File: src/logic/tcc_pkg.sv
// Package for the timer capture/compare front end: register map, fields, resets.
// Assumes byte-wide registers, except the 14-bit control register, carried in the low bits of 32-bit APB words.
package tcc_pkg;
    localparam int          ADDR_W     = 8;
    localparam logic [7:0]  OFF_CTRL   = 8'h00;
    localparam logic [7:0]  OFF_FORCE  = 8'h04;
    localparam logic [7:0]  OFF_FLAGS  = 8'h08;
    localparam logic [7:0]  OFF_CAPT_L = 8'h0C;
    localparam logic [7:0]  OFF_CAPT_H = 8'h10;
    localparam logic [7:0]  OFF_CMPA_L = 8'h14;
    localparam logic [7:0]  OFF_CMPA_H = 8'h18;
    localparam logic [7:0]  OFF_CMPB_L = 8'h1C;
    localparam logic [7:0]  OFF_CMPB_H = 8'h20;
    localparam logic [7:0]  OFF_CNT_L  = 8'h24;
    localparam logic [7:0]  OFF_CNT_H  = 8'h28;
    localparam logic [7:0]  OFF_OUT    = 8'h2C;
    // Control register fields
    localparam int          CTRL_W     = 14;
    localparam int          CB_FILT    = 0;
    localparam int          CB_EDGE    = 1;
    localparam int          CB_ACSEL   = 2;
    localparam int          CB_WGM     = 3;
    localparam int          CB_ACTA    = 7;
    localparam int          CB_ACTB    = 9;
    localparam int          CB_IEC     = 11;
    localparam int          CB_IEA     = 12;
    localparam logic [13:0] CTRL_RST   = 14'h0000;
    localparam logic [15:0] CMP_RST    = 16'h0000;
    localparam int          FILT_LEN   = 4;
    localparam logic [1:0]  ACT_TOGGLE = 2'h1;
    localparam logic [1:0]  ACT_CLEAR  = 2'h2;
    localparam logic [1:0]  ACT_SET    = 2'h3;

    function automatic logic tccIsPwm(input logic [3:0] m);
        return !(m == 4'h0 || m == 4'h4 || m == 4'hC || m == 4'hD);
    endfunction : tccIsPwm

    function automatic logic tccCaptTop(input logic [3:0] m);
        return (m == 4'h8 || m == 4'hA || m == 4'hC || m == 4'hE);
    endfunction : tccCaptTop

    function automatic logic tccUpdFloor(input logic [3:0] m);
        return (m == 4'h8 || m == 4'h9);
    endfunction : tccUpdFloor
endpackage : tcc_pkg

File: src/logic/tcc_capture_compare.sv
// Capture and compare front end of a 16-bit timer, APB slave with byte registers and a 14-bit control register.
// Assumes the counter, prescaler and pin logic are outside; inputs synchronous to clk.
//
// Overview of operation
// - Capture pin is the trigger by default; comparator output when select bit set.
// - Each trigger input has its own synchroniser; both share the filter and edge detector.
// - Enabled filter adds four clock cycles of delay before capture.
// - Capture trigger disabled only in modes using capture as ceiling; filter and edge detector keep running.
// - Filter output changes only after four equal consecutive samples.
// - Filter enabled by control bit, sampled on system clock, not prescaled.
// - Software driving the capture pin triggers capture like an external edge.
// - Every capture overwrites the capture register regardless of reads.
// - Enabled compare flag requests interrupt; cleared by acknowledge or writing one.
// - Channel A compare value can serve as counter ceiling.
// - PWM modes double-buffer compare values, loaded at ceiling or floor.
// - Compare access hits buffer in PWM, register otherwise; reads skip latch.
// - High byte to latch first; low write loads full 16 bits in one cycle.
// - Force strobe in non-PWM acts like a match without setting the flag.
// - A count write blocks every compare match at the next timer tick.
// - Output state survives waveform mode changes.
// - Output action bits act immediately, not buffered.
// - A capture copies the count and sets the flag in the same cycle.
// - Enabled capture flag requests interrupt; cleared by acknowledge or writing one.
`timescale 1ns/1ps
`default_nettype none
module tcc_capture_compare (
    input  wire logic                     clk,
    input  wire logic                     arst_n,
    input  wire logic                     psel,
    input  wire logic                     penable,
    input  wire logic                     pwrite,
    input  wire logic [tcc_pkg::ADDR_W-1:0] paddr,
    input  wire logic [31:0]              pwdata,
    output logic      [31:0]              prdata,
    output logic                          pready,
    output logic                          pslverr,
    input  wire logic                     capturePin,
    input  wire logic                     comparatorOutput,
    input  wire logic [15:0]              countValue,
    input  wire logic                     timerTick,
    input  wire logic                     countAtTop,
    input  wire logic                     countAtFloor,
    input  wire logic                     captureIrqAck,
    input  wire logic [1:0]               compareIrqAck,
    output logic                          captureIrq,
    output logic      [1:0]               compareIrq,
    output logic      [1:0]               compareOutputState,
    output logic      [15:0]              captureValueReg,
    output logic      [15:0]              compareValueA,
    output logic      [3:0]               waveformModeSel,
    output logic                          countWriteStb,
    output logic      [15:0]              countWriteData
);
    import tcc_pkg::*;

    logic [1:0]        rstPipe_q;
    logic              rstN;
    logic [CTRL_W-1:0] ctrl_q;
    logic [7:0]        temp_q;
    logic [15:0]       captVal_q;
    logic              captFlag_q;
    logic [1:0]        pinSync_q;
    logic [1:0]        acSync_q;
    logic [FILT_LEN-2:0] hist_q;
    logic              filt_q;
    logic              prev_q;
    logic              block_q;
    logic              captIrq_q;
    logic [1:0]        cmpIrq_q;
    logic              cntStb_q;
    logic [15:0]       cntData_q;
    logic [31:0]       rdMux;
    logic              rdOk;
    logic [15:0]       cmpVal [2];
    logic [15:0]       bufVal [2];
    logic [1:0]        cmpFlag;
    logic [1:0]        ocState;
    logic [1:0]        cmpHit;

    // Reset release through two flops
    always_ff @(posedge clk or negedge arst_n) begin
        if (!arst_n) rstPipe_q <= 2'h0;
        else         rstPipe_q <= {rstPipe_q[0], 1'b1};
    end
    assign rstN = rstPipe_q[1];

    wire [3:0] wgm      = ctrl_q[CB_WGM +: 4];
    wire       pwmMode  = tccIsPwm(wgm);
    wire       captTop  = tccCaptTop(wgm);
    wire       updPoint = tccUpdFloor(wgm) ? countAtFloor : countAtTop;
    wire       setup    = psel & ~penable;
    wire       wrAcc    = psel & penable & pwrite & pready;
    wire       rdSetup  = setup & ~pwrite;
    wire [7:0] wb       = pwdata[7:0];
    wire       wrCtrl   = wrAcc && paddr == OFF_CTRL;
    wire       wrFlags  = wrAcc && paddr == OFF_FLAGS;
    wire       wrCaptL  = wrAcc && paddr == OFF_CAPT_L && captTop;
    wire       wrCntL   = wrAcc && paddr == OFF_CNT_L;
    wire [1:0] forceStb = (wrAcc && paddr == OFF_FORCE && !pwmMode) ? pwdata[1:0] : 2'h0;
    wire [1:0] cmpWrL   = {wrAcc && paddr == OFF_CMPB_L, wrAcc && paddr == OFF_CMPA_L};
    wire       wrHigh   = wrAcc && (paddr == OFF_CAPT_H || paddr == OFF_CMPA_H
                                 || paddr == OFF_CMPB_H || paddr == OFF_CNT_H);
    wire [15:0] wrWord  = {temp_q, wb};

    // Trigger source select after two-flop synchronisers
    wire       srcLvl   = ctrl_q[CB_ACSEL] ? acSync_q[1] : pinSync_q[1];
    wire       allHigh  = &{hist_q, srcLvl};
    wire       allLow   = ~|{hist_q, srcLvl};
    wire       level    = ctrl_q[CB_FILT] ? filt_q : srcLvl;
    wire       edgeHit  = ctrl_q[CB_EDGE] ? (level & ~prev_q) : (~level & prev_q);
    wire       captTrig = edgeHit & ~captTop;
    wire       captClr  = captureIrqAck | (wrFlags & pwdata[0]);

    always_ff @(posedge clk or negedge rstN) begin
        if (!rstN) begin
            pinSync_q <= 2'h0;
            acSync_q  <= 2'h0;
            hist_q    <= '0;
            filt_q    <= 1'b0;
            prev_q    <= 1'b0;
        end else begin
            pinSync_q <= {pinSync_q[0], capturePin};
            acSync_q  <= {acSync_q[0], comparatorOutput};
            hist_q    <= {hist_q[FILT_LEN-3:0], srcLvl};
            if (allHigh)     filt_q <= 1'b1;
            else if (allLow) filt_q <= 1'b0;
            prev_q    <= level;
        end
    end

    // Capture register and flag; set wins over clear
    always_ff @(posedge clk or negedge rstN) begin
        if (!rstN) begin
            captVal_q  <= CMP_RST;
            captFlag_q <= 1'b0;
        end else begin
            if (captTrig)     captVal_q <= countValue;
            else if (wrCaptL) captVal_q <= wrWord;
            captFlag_q <= captTrig | (captFlag_q & ~captClr);
        end
    end

    // Compare channels
    for (genvar ch = 0; ch < 2; ch++) begin : gChan
        logic [15:0] cmp_q;
        logic [15:0] buf_q;
        logic        flag_q;
        logic        oc_q;
        wire  [1:0]  act  = ctrl_q[(ch == 0 ? CB_ACTA : CB_ACTB) +: 2];
        wire         hit  = timerTick && countValue == cmp_q && !block_q;
        wire         clr  = compareIrqAck[ch] | (wrFlags & pwdata[ch+1]);
        wire         fire = hit | forceStb[ch];
        wire         topAct = pwmMode && countAtTop && !hit;
        always_ff @(posedge clk or negedge rstN) begin
            if (!rstN) begin
                cmp_q  <= CMP_RST;
                buf_q  <= CMP_RST;
                flag_q <= 1'b0;
                oc_q   <= 1'b0;
            end else begin
                if (cmpWrL[ch]) buf_q <= wrWord;
                if (cmpWrL[ch] && !pwmMode) cmp_q <= wrWord;
                else if (pwmMode && updPoint) cmp_q <= buf_q;
                flag_q <= hit | (flag_q & ~clr);
                if (fire && act == ACT_TOGGLE)   oc_q <= ~oc_q;
                else if (fire && act == ACT_CLEAR) oc_q <= pwmMode;
                else if (fire && act == ACT_SET)   oc_q <= ~pwmMode;
                else if (topAct && act == ACT_CLEAR) oc_q <= 1'b0;
                else if (topAct && act == ACT_SET)   oc_q <= 1'b1;
            end
        end
        assign cmpVal[ch]  = cmp_q;
        assign bufVal[ch]  = buf_q;
        assign cmpFlag[ch] = flag_q;
        assign ocState[ch] = oc_q;
        assign cmpHit[ch]  = hit;
    end

    // Read decode; compare reads bypass the high-byte latch
    always_comb begin
        rdOk  = 1'b1;
        rdMux = 32'h0000_0000;
        case (paddr)
            OFF_CTRL:   rdMux[CTRL_W-1:0] = ctrl_q;
            OFF_FORCE:  rdMux = 32'h0000_0000;
            OFF_FLAGS:  rdMux[2:0] = {cmpFlag, captFlag_q};
            OFF_CAPT_L: rdMux[7:0] = captVal_q[7:0];
            OFF_CAPT_H: rdMux[7:0] = temp_q;
            OFF_CMPA_L: rdMux[7:0] = pwmMode ? bufVal[0][7:0] : cmpVal[0][7:0];
            OFF_CMPA_H: rdMux[7:0] = pwmMode ? bufVal[0][15:8] : cmpVal[0][15:8];
            OFF_CMPB_L: rdMux[7:0] = pwmMode ? bufVal[1][7:0] : cmpVal[1][7:0];
            OFF_CMPB_H: rdMux[7:0] = pwmMode ? bufVal[1][15:8] : cmpVal[1][15:8];
            OFF_CNT_L:  rdMux[7:0] = countValue[7:0];
            OFF_CNT_H:  rdMux[7:0] = temp_q;
            OFF_OUT:    rdMux[1:0] = ocState;
            default:    rdOk = 1'b0;
        endcase
    end

    // APB answer one cycle after setup, zero wait states
    always_ff @(posedge clk or negedge rstN) begin
        if (!rstN) begin
            pready  <= 1'b0;
            pslverr <= 1'b0;
            prdata  <= 32'h0000_0000;
        end else begin
            pready  <= setup;
            pslverr <= setup & ~rdOk;
            if (rdSetup) prdata <= rdOk ? rdMux : 32'h0000_0000;
        end
    end

    // Control, shared high-byte latch, count write and match blocking
    always_ff @(posedge clk or negedge rstN) begin
        if (!rstN) begin
            ctrl_q    <= CTRL_RST;
            temp_q    <= 8'h00;
            block_q   <= 1'b0;
            cntStb_q  <= 1'b0;
            cntData_q <= 16'h0000;
            captIrq_q <= 1'b0;
            cmpIrq_q  <= 2'h0;
        end else begin
            if (wrCtrl) ctrl_q <= pwdata[CTRL_W-1:0];
            if (wrHigh) temp_q <= wb;
            else if (rdSetup && paddr == OFF_CAPT_L) temp_q <= captVal_q[15:8];
            else if (rdSetup && paddr == OFF_CNT_L)  temp_q <= countValue[15:8];
            block_q   <= wrCntL | (block_q & ~(timerTick & ~cntStb_q));
            cntStb_q  <= wrCntL;
            if (wrCntL) cntData_q <= wrWord;
            captIrq_q <= captFlag_q & ctrl_q[CB_IEC];
            cmpIrq_q  <= cmpFlag & ctrl_q[CB_IEA +: 2];
        end
    end

    assign captureIrq         = captIrq_q;
    assign compareIrq         = cmpIrq_q;
    assign compareOutputState = ocState;
    assign captureValueReg    = captVal_q;
    assign compareValueA      = cmpVal[0];
    assign waveformModeSel    = ctrl_q[CB_WGM +: 4];
    assign countWriteStb      = cntStb_q;
    assign countWriteData     = cntData_q;

    // Count written and not yet past a tick: the first tick on the new count
    logic wrSeen_q;
    always_ff @(posedge clk or negedge rstN) begin
        if (!rstN) wrSeen_q <= 1'b0;
        else       wrSeen_q <= cntStb_q | (wrSeen_q & ~timerTick);
    end

    chk_capture_copy: assert property (@(posedge clk) disable iff (!rstN)
        captTrig |=> captVal_q == $past(countValue) && captFlag_q)
        else $error("capture did not copy count and set flag");
    chk_capture_setwins: assert property (@(posedge clk) disable iff (!rstN)
        captTrig && captClr |=> captFlag_q)
        else $error("capture flag lost to clear");
    chk_ceiling_nocap: assert property (@(posedge clk) disable iff (!rstN)
        captTop && !wrCaptL |=> $stable(captVal_q))
        else $error("capture in ceiling mode");
    chk_filter_agree: assert property (@(posedge clk) disable iff (!rstN)
        ctrl_q[CB_FILT] && $changed(filt_q) |->
        $past(srcLvl, 1) == filt_q && $past(srcLvl, 2) == filt_q &&
        $past(srcLvl, 3) == filt_q && $past(srcLvl, 4) == filt_q)
        else $error("filter changed without four equal samples");
    chk_cmp_flag: assert property (@(posedge clk) disable iff (!rstN)
        timerTick && countValue == cmpVal[0] && !block_q |=> cmpFlag[0])
        else $error("compare match did not set flag");
    chk_block_match: assert property (@(posedge clk) disable iff (!rstN)
        wrSeen_q && timerTick && cmpFlag == 2'h0 |=> cmpFlag == 2'h0)
        else $error("match not blocked after count write");
    chk_force_noflag: assert property (@(posedge clk) disable iff (!rstN)
        forceStb[0] && !cmpHit[0] && !cmpFlag[0] && ctrl_q[CB_ACTA +: 2] == ACT_SET
        |=> !cmpFlag[0] && ocState[0])
        else $error("force misbehaved");
    chk_pwm_buffer: assert property (@(posedge clk) disable iff (!rstN)
        pwmMode && cmpWrL[0] && !updPoint |=> cmpVal[0] == $past(cmpVal[0]))
        else $error("buffered compare changed early");
    chk_write_pair: assert property (@(posedge clk) disable iff (!rstN)
        cmpWrL[0] && !pwmMode |=> cmpVal[0] == {$past(temp_q), $past(wb)})
        else $error("compare low write did not load full word");
    chk_apb_answer: assert property (@(posedge clk) disable iff (!rstN)
        setup |=> pready)
        else $error("no answer after setup");
    chk_apb_error: assert property (@(posedge clk) disable iff (!rstN)
        setup && !rdOk |=> pready && pslverr)
        else $error("unmapped access without error");
    chk_capture_ack: assert property (@(posedge clk) disable iff (!rstN)
        captureIrqAck && !captTrig |=> !captFlag_q)
        else $error("capture flag not cleared by acknowledge");
    chk_cmp_ack: assert property (@(posedge clk) disable iff (!rstN)
        compareIrqAck[0] && !cmpHit[0] |=> !cmpFlag[0])
        else $error("compare flag not cleared by acknowledge");
    chk_cmp_flagb: assert property (@(posedge clk) disable iff (!rstN)
        timerTick && countValue == cmpVal[1] && !block_q |=> cmpFlag[1])
        else $error("compare match on channel B did not set flag");
    chk_count_strobe: assert property (@(posedge clk) disable iff (!rstN)
        wrCntL |=> countWriteStb && countWriteData == {$past(temp_q), $past(wb)})
        else $error("count write did not carry full word");
endmodule : tcc_capture_compare
`default_nettype wire

File: config.mk
export PLATFORM = sky130hd
export DESIGN_NAME = tcc_capture_compare
export DESIGN_NICKNAME = d
export VERILOG_FILES = /design/src/logic/tcc_pkg.sv /design/src/logic/tcc_capture_compare.sv
export SDC_FILE = /design/constraint.sdc
export NUM_CORES = 1
export LEC_CHECK = 0
export BUFFER_PORTS_ARGS = -buffer_cell sky130_fd_sc_hd__buf_4
export CORE_MARGIN = 2
export CORE_UTILIZATION = 39
export DETAILED_ROUTE_END_ITERATION = 8
export GPL_TIMING_DRIVEN = 0
export MAX_ROUTING_LAYER = met4
export SLEW_MARGIN = 25
export SYNTH_ARGS = -nofsm -noshare
export SYNTH_HDL_FRONTEND = slang
export SYNTH_SLANG_ARGS = --single-unit
export TNS_END_PERCENT = 100
File: constraint.sdc
create_clock -name clk -period 13.15 [get_ports clk]
set_input_delay 1.9725 -clock clk [delete_from_list [all_inputs] [get_ports clk]]
set_output_delay 1.9725 -clock clk [all_outputs]
set_load 0.005 [all_outputs]
==> Word level (Yosys, flattened, before mapping) <==
Cells that the tools add are included.
{ "word_totals": {"ff_bits": 173, "inputBits": 69, "out_inout_bits": 92, "elab_cells": 188} }
{ "op_classes": {"n_eq_ne": 27, "n_mux": 36, "bitwise_logic": 41, "n_reduce_logical": 58} }
{ "op_table": {"columns": ["cell", "count"], "rows": [
  ["$mux 16", 6],
  ["$mux 8", 7],
  ["$pmux 5 s8", 1],
  ["$eq 16x16->1", 2],
  ["$eq 8x5->1 const B", 4],
  ["$eq 8x6->1 const B", 4],
  ["$logic_and 1x1->1", 32],
  ["$eq 4x4->1 const B", 6],
  ["$pmux 2 s10", 1],
  ["$and 1x1->1", 18],
  ["$mux 1", 17],
  ["$eq 8x4->1 const B", 2],
  ["$mux 14", 1],
  ["$not 1->1", 13],
  ["$reduce_or 12->1", 1],
  ["$logic_or 1x1->1", 10],
  ["$reduce_bool 5->1", 2],
  ["$or 1x1->1", 9],
  ["$pmux 1 s9", 1],
  ["$eq 2x2->1 const B", 4],
  ["$eq 8x3->1 const B", 1],
  ["$logic_not 8->1", 1],
  ["$mux 6", 1],
  ["$reduce_bool 2->1", 3],
  ["other kinds (11)", 15]
]} }

==> Longest topological paths before layout <==
Gate-level depths: netlist (run 1).
{ "depth": {"word_depth": 13, "ltp_mapped": 10, "depth_no_buf": 7} }

==> Worst setup path before layout (run 1) <==
Ideal clock, no wire load.
{ "synth_timing": {"path_type": "input port to flip-flop", "from": "in paddr[3] (netlist bit)", "to": "reg gChan[0].buf_q[5]", "setup_time_ns": 0.125, "arrival_time_ns": 3.430, "required_ns": 13.025, "slack_ns": 9.595, "cell_stages": 7, "n_path_buf": 3, "path_cell_list": "buf_2 nor2b_4 nand2_1 buf_4 nor3_4 buf_2 mux2_2"} }
{ "synth_via": {"elab_chain_len": 2} }
{ "synth_rtl": {"columns": ["element", "line_no", "text"], "rows": [
  ["from (decl)", "tcc_capture_compare.sv:32", "input wire logic [tcc_pkg::ADDR_W-1:0] paddr,"],
  ["$eq 8x5->1", "tcc_capture_compare.sv:100", "wire [1:0] cmpWrL = {wrAcc && paddr == OFF_CMPB_L, wrAcc && paddr == OFF_CMPA_L};"],
  ["$logic_and 1x1->1", "tcc_capture_compare.sv:100", null],
  ["to (signal assigned)", "tcc_capture_compare.sv:161", "if (cmpWrL[ch]) buf_q <= wrWord;"],
  ["to (decl)", "tcc_capture_compare.sv:146", "logic [15:0] buf_q;"]
]} }
No other way between the ends.
A chain may end at the register's enable or synchronous reset.

==> Final worst setup path (run 1) <==
{ "layout_timing": {"from": "in paddr[1] (netlist bit)", "to": "reg gChan[1].buf_q[12]"} }
{ "layout_via": {"elab_chain_len": 2} }
{ "layout_rtl": {"columns": ["element", "line_no"], "rows": [
  ["$eq 8x5->1", "tcc_capture_compare.sv:100"],
  ["$logic_and 1x1->1", "tcc_capture_compare.sv:100"],
  ["to (signal assigned)", "tcc_capture_compare.sv:161"],
  ["to (decl)", "tcc_capture_compare.sv:146"]
]} }
No other way between the ends.

==> impl_metrics.csv, run 1 <==
group,metric,value,unit
outcome,status,"completed",
clock_tree,path_clk_slew,0.08,ns
power_and_ir_drop,p_sw_share,27.9,%
global_routing,grt_pass1_wl,40300,um
synthesis,synth_edf_count,0,
power_and_ir_drop,seqPwrFrac,44.9,%
flow_run,maxCapViolations,0,
clock_tree,cts_max_level,4,
min_path,hp-class,"reg -> async",
floorplanning,die_y,148,um
clock_tree,clk_latency,0.45,ns
synthesis,synth_largest_area_cell,"dfrtp_1",
routing,dr.pass1.iters,5,
power_and_ir_drop,p_comb_share,9.2,%
floorplanning,start_util,39.9,%
sta,timing.final.crit_share,29.0,%
power_and_ir_drop,p_int,810,uW
synthesis,synthFlopType,"dfrtp_1",
routing,num_vias,6517,
floorplanning,core,20400,sq um
clock_tree,cts_sinks,155,
critical_path,critPathTopFamily,"simple AND/OR/NAND/NOR gates",
clock_tree,clockBufferDepth,2,
synthesis,synth_warnings,0,
final_layout,drive_above_1_share,33.5,%
synthesis,synth-seq-cells,155,
global_routing,grt_pass1_vias,6271,
floorplanning,num_rows,52,
synthesis,synth-async-reset-ratio,100,%
sta,relSlewSlack,38.4,%
routing,drt-total-wl,26800,um
critical_path,worst-path-max-fanout,10,
clock_tree,cts-root-buf,"clkbuf_16",
power_and_ir_drop,p_leak,0.00492,uW
global_routing,antenna_found_initial,0,
sta,rsz0062_at_grt,"no",
synthesis,synth.distinct_cells,73,
final_layout,fillers,1924,
synthesis,synth_top_area_share,47.7,%
place,dp_hpwl,19700,um
critical_path,end_kind,"flop",
clock_tree,ctsHoldBuffers,0,
final_layout,nets,961,
sta,maxSlewViolCount,0,
critical_path,cp_cell_sequence,"buf_4 > nor2_2 > nand3_2 > nor3_4 > buf_2 > mux2_2",
final_layout,multiInputGateArea,3880,sq um
critical_path,crit_type,"in -> reg",
floorplanning,die_area,22000,sq um
place,dp.cells,1143,
clock_tree,cts_tree,"built",
final_layout,layoutNonFillerInstCount,1175,
synthesis,ys_seq_area_share,47.7,%
critical_path,reg2reg_from,"ctrl_q[6]",
synthesis,synth.avg_cell_area,11.1,sq um
synthesis,synth_area_leaders,"dfrtp_1 48%, mux2_2 8.6%, mux2i_1 7.4%",
synthesis,synthCells,734,
critical_path,reg2reg_depth,9,
final_layout,ff_latch_area,3880,sq um
global_routing,grt_max_degree,50,
critical_path,crit_required,13.48,ns
routing,drt_iter0_markers,504,
routing,wl_per_cell,22.8,um
clock_tree,cts_setup_buffers,0,
power_and_ir_drop,p_switching,313,uW
critical_path,cp_num_buf_inv,2,
final_layout,diodes,0,
sta,tightest_slew,0.922,ns
power_and_ir_drop,pwr_density_cell,111,nW/um^2
final_layout,fin_util,49.7,%
sta,finalSetupViolCount,0,
routing,via_per_inst,5.55,
power_and_ir_drop,power.clock.fraction,45.8,%
floorplanning,die_w,148,um
critical_path,crit_start,"paddr[1]",
routing,drc_errors,0,
sta,tns,0,ns
global_routing,grt_remaining_overflow,0,
critical_path,r2r_slack,10.68,ns
sta,finalCriticalPeriod,3.82,ns
sta,finClkSkew,0.0150,ns
floorplanning,io_pins,161,
critical_path,arrival,4.14,ns
sta,max_freq,262,MHz
critical_path,critical-path-max-stage-delay,0.60,ns
clock_tree,cts_resized,0,
critical_path,cp_slowest_cell,"nor3_4",
critical_path,start_kind,"input port",
synthesis,netlist_area,8120,sq um
clock_tree,cts-buffers-inserted,17,
global_routing,track_usage,25.6,%
power_and_ir_drop,peakVddDrop,0.0804,mV
sta,final_hold_viol_count,0,
place,gp_congestion,0.975,
critical_path,path_depth,6,
final_layout,syn2layout_area_growth,24.5,%
routing,antenna_left,0,
place,port_buffers,119,
sta,fin_hold_ws,0.278,ns
[sequential cells by signal, summed over array words and instances, names as in the netlist]
register         cells
countWriteStb        1
captFlag_q           1
compareValueA       16
captureIrq           1
prdata              14
hist_q               3
gChan.flag_q         2
gChan.cmp_q         16
gChan.buf_q         32
acSync_q             2
block_q              1
ctrl_q              14
countWriteData      16
pready               1
captureValueReg     16
rstPipe_q            2
gChan.oc_q           2
pslverr              1
pinSync_q            2
filt_q               1
prev_q               1
compareIrq           2
temp_q               8
[stage by stage]
| step | worst slack, ns | instance area [sq um] | total power, uW |
|---|---|---|---|
| global placement | 6.47 | 9420 | 614 |
| floorplan | 8.51 | 8190 | 559 |
| detailed placement | 8.93 | 9490 | 617 |
| finish | 9.33 | 10100 | 1120 |
| CTS | 9.40 | 10100 | 1130 |
| global route | 9.34 | 10100 | 1160 |
[synthesized netlist by cell type (all sizes together), types with 10 or more instances]
cell type,number
a21oi,11
a221oi,12
a22oi,32
buf,50
dfrtp,155
mux2,64
mux2i,60
nand2,109
nor2,28
nor3,10
o21ai,52
xnor2,21
xor2,13
[placed cells by master (no fill, tap or decap), types with 5 or more instances in the layout]
master / Yosys / layout
o21ai_0: 34 / 34
a22o_1: 6 / 6
clkinv_8: 0 / 5
xnor2_1: 21 / 21
inv_1: 9 / 9
a311oi_1: 5 / 5
mux2_2: 62 / 62
a21oi_1: 11 / 11
conb_1: 2 / 19
clkbuf_1: 8 / 8
buf_4: 29 / 148
nand4_1: 6 / 6
nand3_1: 8 / 8
mux2i_1: 60 / 60
buf_6: 7 / 7
o21ai_1: 17 / 17
xor2_1: 13 / 13
nand2_1: 107 / 107
nor3_1: 7 / 7
a221oi_1: 8 / 8
a22oi_1: 32 / 32
a31oi_1: 5 / 5
clkbuf_16: 0 / 17
o22ai_1: 9 / 9
nor2_1: 22 / 22
dfrtp_1: 155 / 154
buf_2: 13 / 13
nand2b_1: 7 / 7
[power by group through the flow]
stage / clock network, uW / registers (uW) / logic (uW)
after global routing: 543 / 507 / 112
after CTS: 525 / 505 / 104
after detailed placement: 0 / 514 / 103
after global placement: 0 / 521 / 92.6
final: 515 / 505 / 103
after floorplan: 0 / 514 / 44.8
[per-layer routing]
layer / up-vias / routed length, um / GRT usage (%)
met5: - / 0 / -
met4: 0 / 605 / 7.48
met3: 44 / 1770 / 4.11
met2: 271 / 12300 / 38.4
met1: 3267 / 12200 / 36.0
li1: 2935 / - / -
[worst paths after layout]
path | end
max in group asynchronous | rstPipe_q[1]
min in group clk | pinSync_q[1]
setup / recovery | gChan[1].buf_q[12]
hold / removal | captureValueReg[13]
setup reg to reg | prdata[7]
hold reg to reg | captureValueReg[13]
[cells by family (layout without fill, tap and decap cells)]
kind of cell	Yosys count	count (layout)	synth area share [%]
AO/OA/AOI/OAI	149	149	13.0
AND/OR/NAND/NOR	202	202	13.6
multiplexers	125	125	16.6
XOR/XNOR	34	34	3.67
flip-flops	155	155	47.7
other	2	19	0.0924
buffers and inverters	67	221	5.28
[area by class of cell]
class,instances,share of cell area (%)
Buffer,58,3.91
Clock buffer,17,4.21
Clock inverter,15,1.97
Inverter,9,0.334
Multi-Input combinational cell,529,38.4
Sequential cell,155,38.4
Tap cell,270,3.34
Timing Repair Buffer,122,9.50
Power figures use the tool's default switching activity.
==> run 2: changes to the inputs <==
ABC_AREA = 1   (was default)
clock period = 3.9 ns   (was 13.15 ns; I/O delays follow)
==> impl_metrics.csv, run 2 <==
group,metric,value,unit
synthesis,synth_area_leaders,"dfrtp_1 45%, nand2_1 16%, inv_1 5.4%",
power_and_ir_drop,p_leak,0.00547,uW
global_routing,grt_use_met1,42.6,%
final_layout,diodes,0,
critical_path,crit_required,4.21,ns
synthesis,synth_edf_count,0,
synthesis,synth-seq-cells,155,
routing,via_per_inst,5.45,
critical_path,worst-path-max-fanout,10,
power_and_ir_drop,p_switching,1260,uW
floorplanning,start_util,39.7,%
critical_path,crit_start,"ctrl_q[6]",
global_routing,top_usage_layer,"met2",
synthesis,synth_top_area_share,44.9,%
final_layout,syn2layout_area_growth,23.4,%
final_layout,fillers,2243,
synthesis,synth_largest_area_cell,"dfrtp_1",
global_routing,gr-usage-met3,5.12,%
clock_tree,clockBufferDepth,2,
clock_tree,clk_latency,0.45,ns
sta,rsz0062_at_grt,"no",
flow_run,maxCapViolations,0,
final_layout,nets,1355,
floorplanning,die_y,153,um
global_routing,antenna_found_initial,0,
clock_tree,cts-root-buf,"clkbuf_16",
critical_path,reg2reg_from,"ctrl_q[6]",
final_layout,drive_above_1_share,20.7,%
sta,tns,0,ns
critical_path,reg2reg_to,"prdata[4]",
global_routing,grt_remaining_overflow,0,
floorplanning,io_pins,161,
critical_path,end_kind,"flop",
clock_tree,cts_resized,0,
critical_path,start_kind,"flop",
routing,drt_iter0_markers,836,
clock_tree,cts_sinks,155,
sta,finalSetupViolCount,0,
power_and_ir_drop,p_int,2760,uW
routing,wl_per_cell,22.0,um
global_routing,track_usage,30.9,%
global_routing,grt_pass1_wl,51700,um
global_routing,grt_pass1_vias,8101,
final_layout,final_common_cell,"nand2_1",
power_and_ir_drop,p_comb_share,14.2,%
clock_tree,cts_tree,"built",
min_path,min_from,"capturePin",
sta,finalCriticalPeriod,2.45,ns
critical_path,arrival,2.75,ns
final_layout,largest_reg_flops,32,
power_and_ir_drop,power.clock.fraction,42.2,%
final_layout,largest_register,"gChan.buf_q",
outcome,status,"completed",
min_path,hp-class,"in -> reg",
floorplanning,die_area,23300,sq um
power_and_ir_drop,peakVddDrop,0.288,mV
synthesis,synth-async-reset-ratio,100,%
sta,final_hold_viol_count,0,
floorplanning,num_rows,54,
clock_tree,cts-buffers-inserted,17,
place,port_buffers,124,
sta,tightest_slew,0.750,ns
final_layout,multiInputGateArea,3880,sq um
synthesis,synthCells,1122,
critical_path,r2r_slack,1.45,ns
min_path,hold_depth,1,
final_layout,layout_common_cells,"376 x nand2_1, 154 x dfrtp_1, 150 x buf_4, 125 x inv_1, 87 x o21ai_0",
routing,dr.pass1.iters,6,
routing,antenna_left,0,
critical_path,endpoint,"prdata[4]",
global_routing,use_met2,46.4,%
power_and_ir_drop,pwr_density_cell,378,nW/um^2
clock_tree,cts_max_level,4,
power_and_ir_drop,p_sw_share,31.3,%
clock_tree,path_clk_slew,0.07,ns
global_routing,grt_max_degree,42,
floorplanning,die_w,153,um
sta,finClkSkew,0.0112,ns
sta,relSlewSlack,50.0,%
floorplanning,core,21800,sq um
critical_path,crit_type,"reg -> reg",
place,dp_hpwl,27200,um
place,gp_congestion,1.03,
synthesis,synth.avg_cell_area,7.69,sq um
synthesis,synth.distinct_cells,38,
synthesis,synthFlopType,"dfrtp_1",
routing,num_vias,8601,
synthesis,netlist_area,8630,sq um
synthesis,ys_top_cells_by_count,"376 x nand2_1, 155 x dfrtp_1, 125 x inv_1",
sta,maxSlewViolCount,0,
synthesis,ys_seq_area_share,44.9,%
power_and_ir_drop,totalPowerFinal,4020,uW
sta,timing.final.crit_share,62.7,%
clock_tree,cts_setup_buffers,0,
sta,max_freq,409,MHz
critical_path,reg2reg_depth,9,
synthesis,yosys.cell_count.top_type,"nand2_1",
routing,drc_errors,0,
synthesis,synth_warnings,0,
power_and_ir_drop,seqPwrFrac,43.6,%
final_layout,ff_latch_area,3880,sq um
routing,drt-total-wl,34800,um
clock_tree,ctsHoldBuffers,1,
-- run 2: layout make-up --
| type | count | share of cell area [%] |
|---|---|---|
| sequential | 155 | 36.5 |
| buffer | 58 | 3.76 |
| inverter | 142 | 5.05 |
| clock inverter | 15 | 1.62 |
| tap | 280 | 3.29 |
| multi-input combinational | 784 | 36.4 |
| timing repair buffer | 128 | 9.40 |
| clock buffer | 17 | 4.00 |
-- run 2: layer usage --
metal  vias up  wire [um]
met3        64       2840
li1       3984          -
met4         0       1200
met1      4141      15100
met5         -          0
met2       412      15600
-- run 2: cells by family (layout without fill, tap and decap cells) --
kind of cell / count (synthesis) / count (layout) / share of synthesized area [%]
and+or+nand+nor: 555 / 555 / 28.7
buffers and inverters: 200 / 360 / 10.9
DFF: 155 / 155 / 44.9
other: 2 / 19 / 0.0870
AOI/OAI and AO/OA: 210 / 210 / 15.4
-- run 2: worst min path at each step --
stage / endpoint
floorplan: rstPipe_q[0]
global placement: pinSync_q[1]
detailed placement: acSync_q[1]
CTS: pinSync_q[0]
global route: pinSync_q[0]
finish: pinSync_q[0]
-- run 2: worst max-delay path, cell delays in order (launching register included) --
cell and delay (ns):
dfrtp_1 0.45, inv_2 0.08, nand2_1 0.08, nand3_4 0.15, inv_2 0.14, buf_4 0.23
o21ai_0 0.41, nand4_1 0.18, o21ai_0 0.49, nand2_1 0.09
-- run 2: through the flow --
| step | area [sq um] | worst slack, ns | hold slack [ns] | std cells | utilization (%) |
|---|---|---|---|---|---|
| final | 10600 | 1.45 | 0.241 | 1579 | 48.9 |
| after CTS | 10600 | 1.53 | 0.243 | 1579 | 48.9 |
| after global placement | 9980 | 0.216 | 0.335 | 1543 | 45.9 |
| after global routing | 10600 | 1.42 | 0.237 | 1579 | 48.9 |
| after detailed placement | 10000 | 1.37 | 0.336 | 1546 | 46.1 |
| after floorplan | 8700 | 1.33 | 0.289 | 1139 | - |
-- run 2: power by group through the flow --
stage	clock [uW]	sequential, uW	combinational, uW
global route	1770	1770	623
global placement	0	1810	529
CTS	1710	1750	565
finish	1700	1760	570
floorplan	0	1780	278
detailed placement	0	1790	561
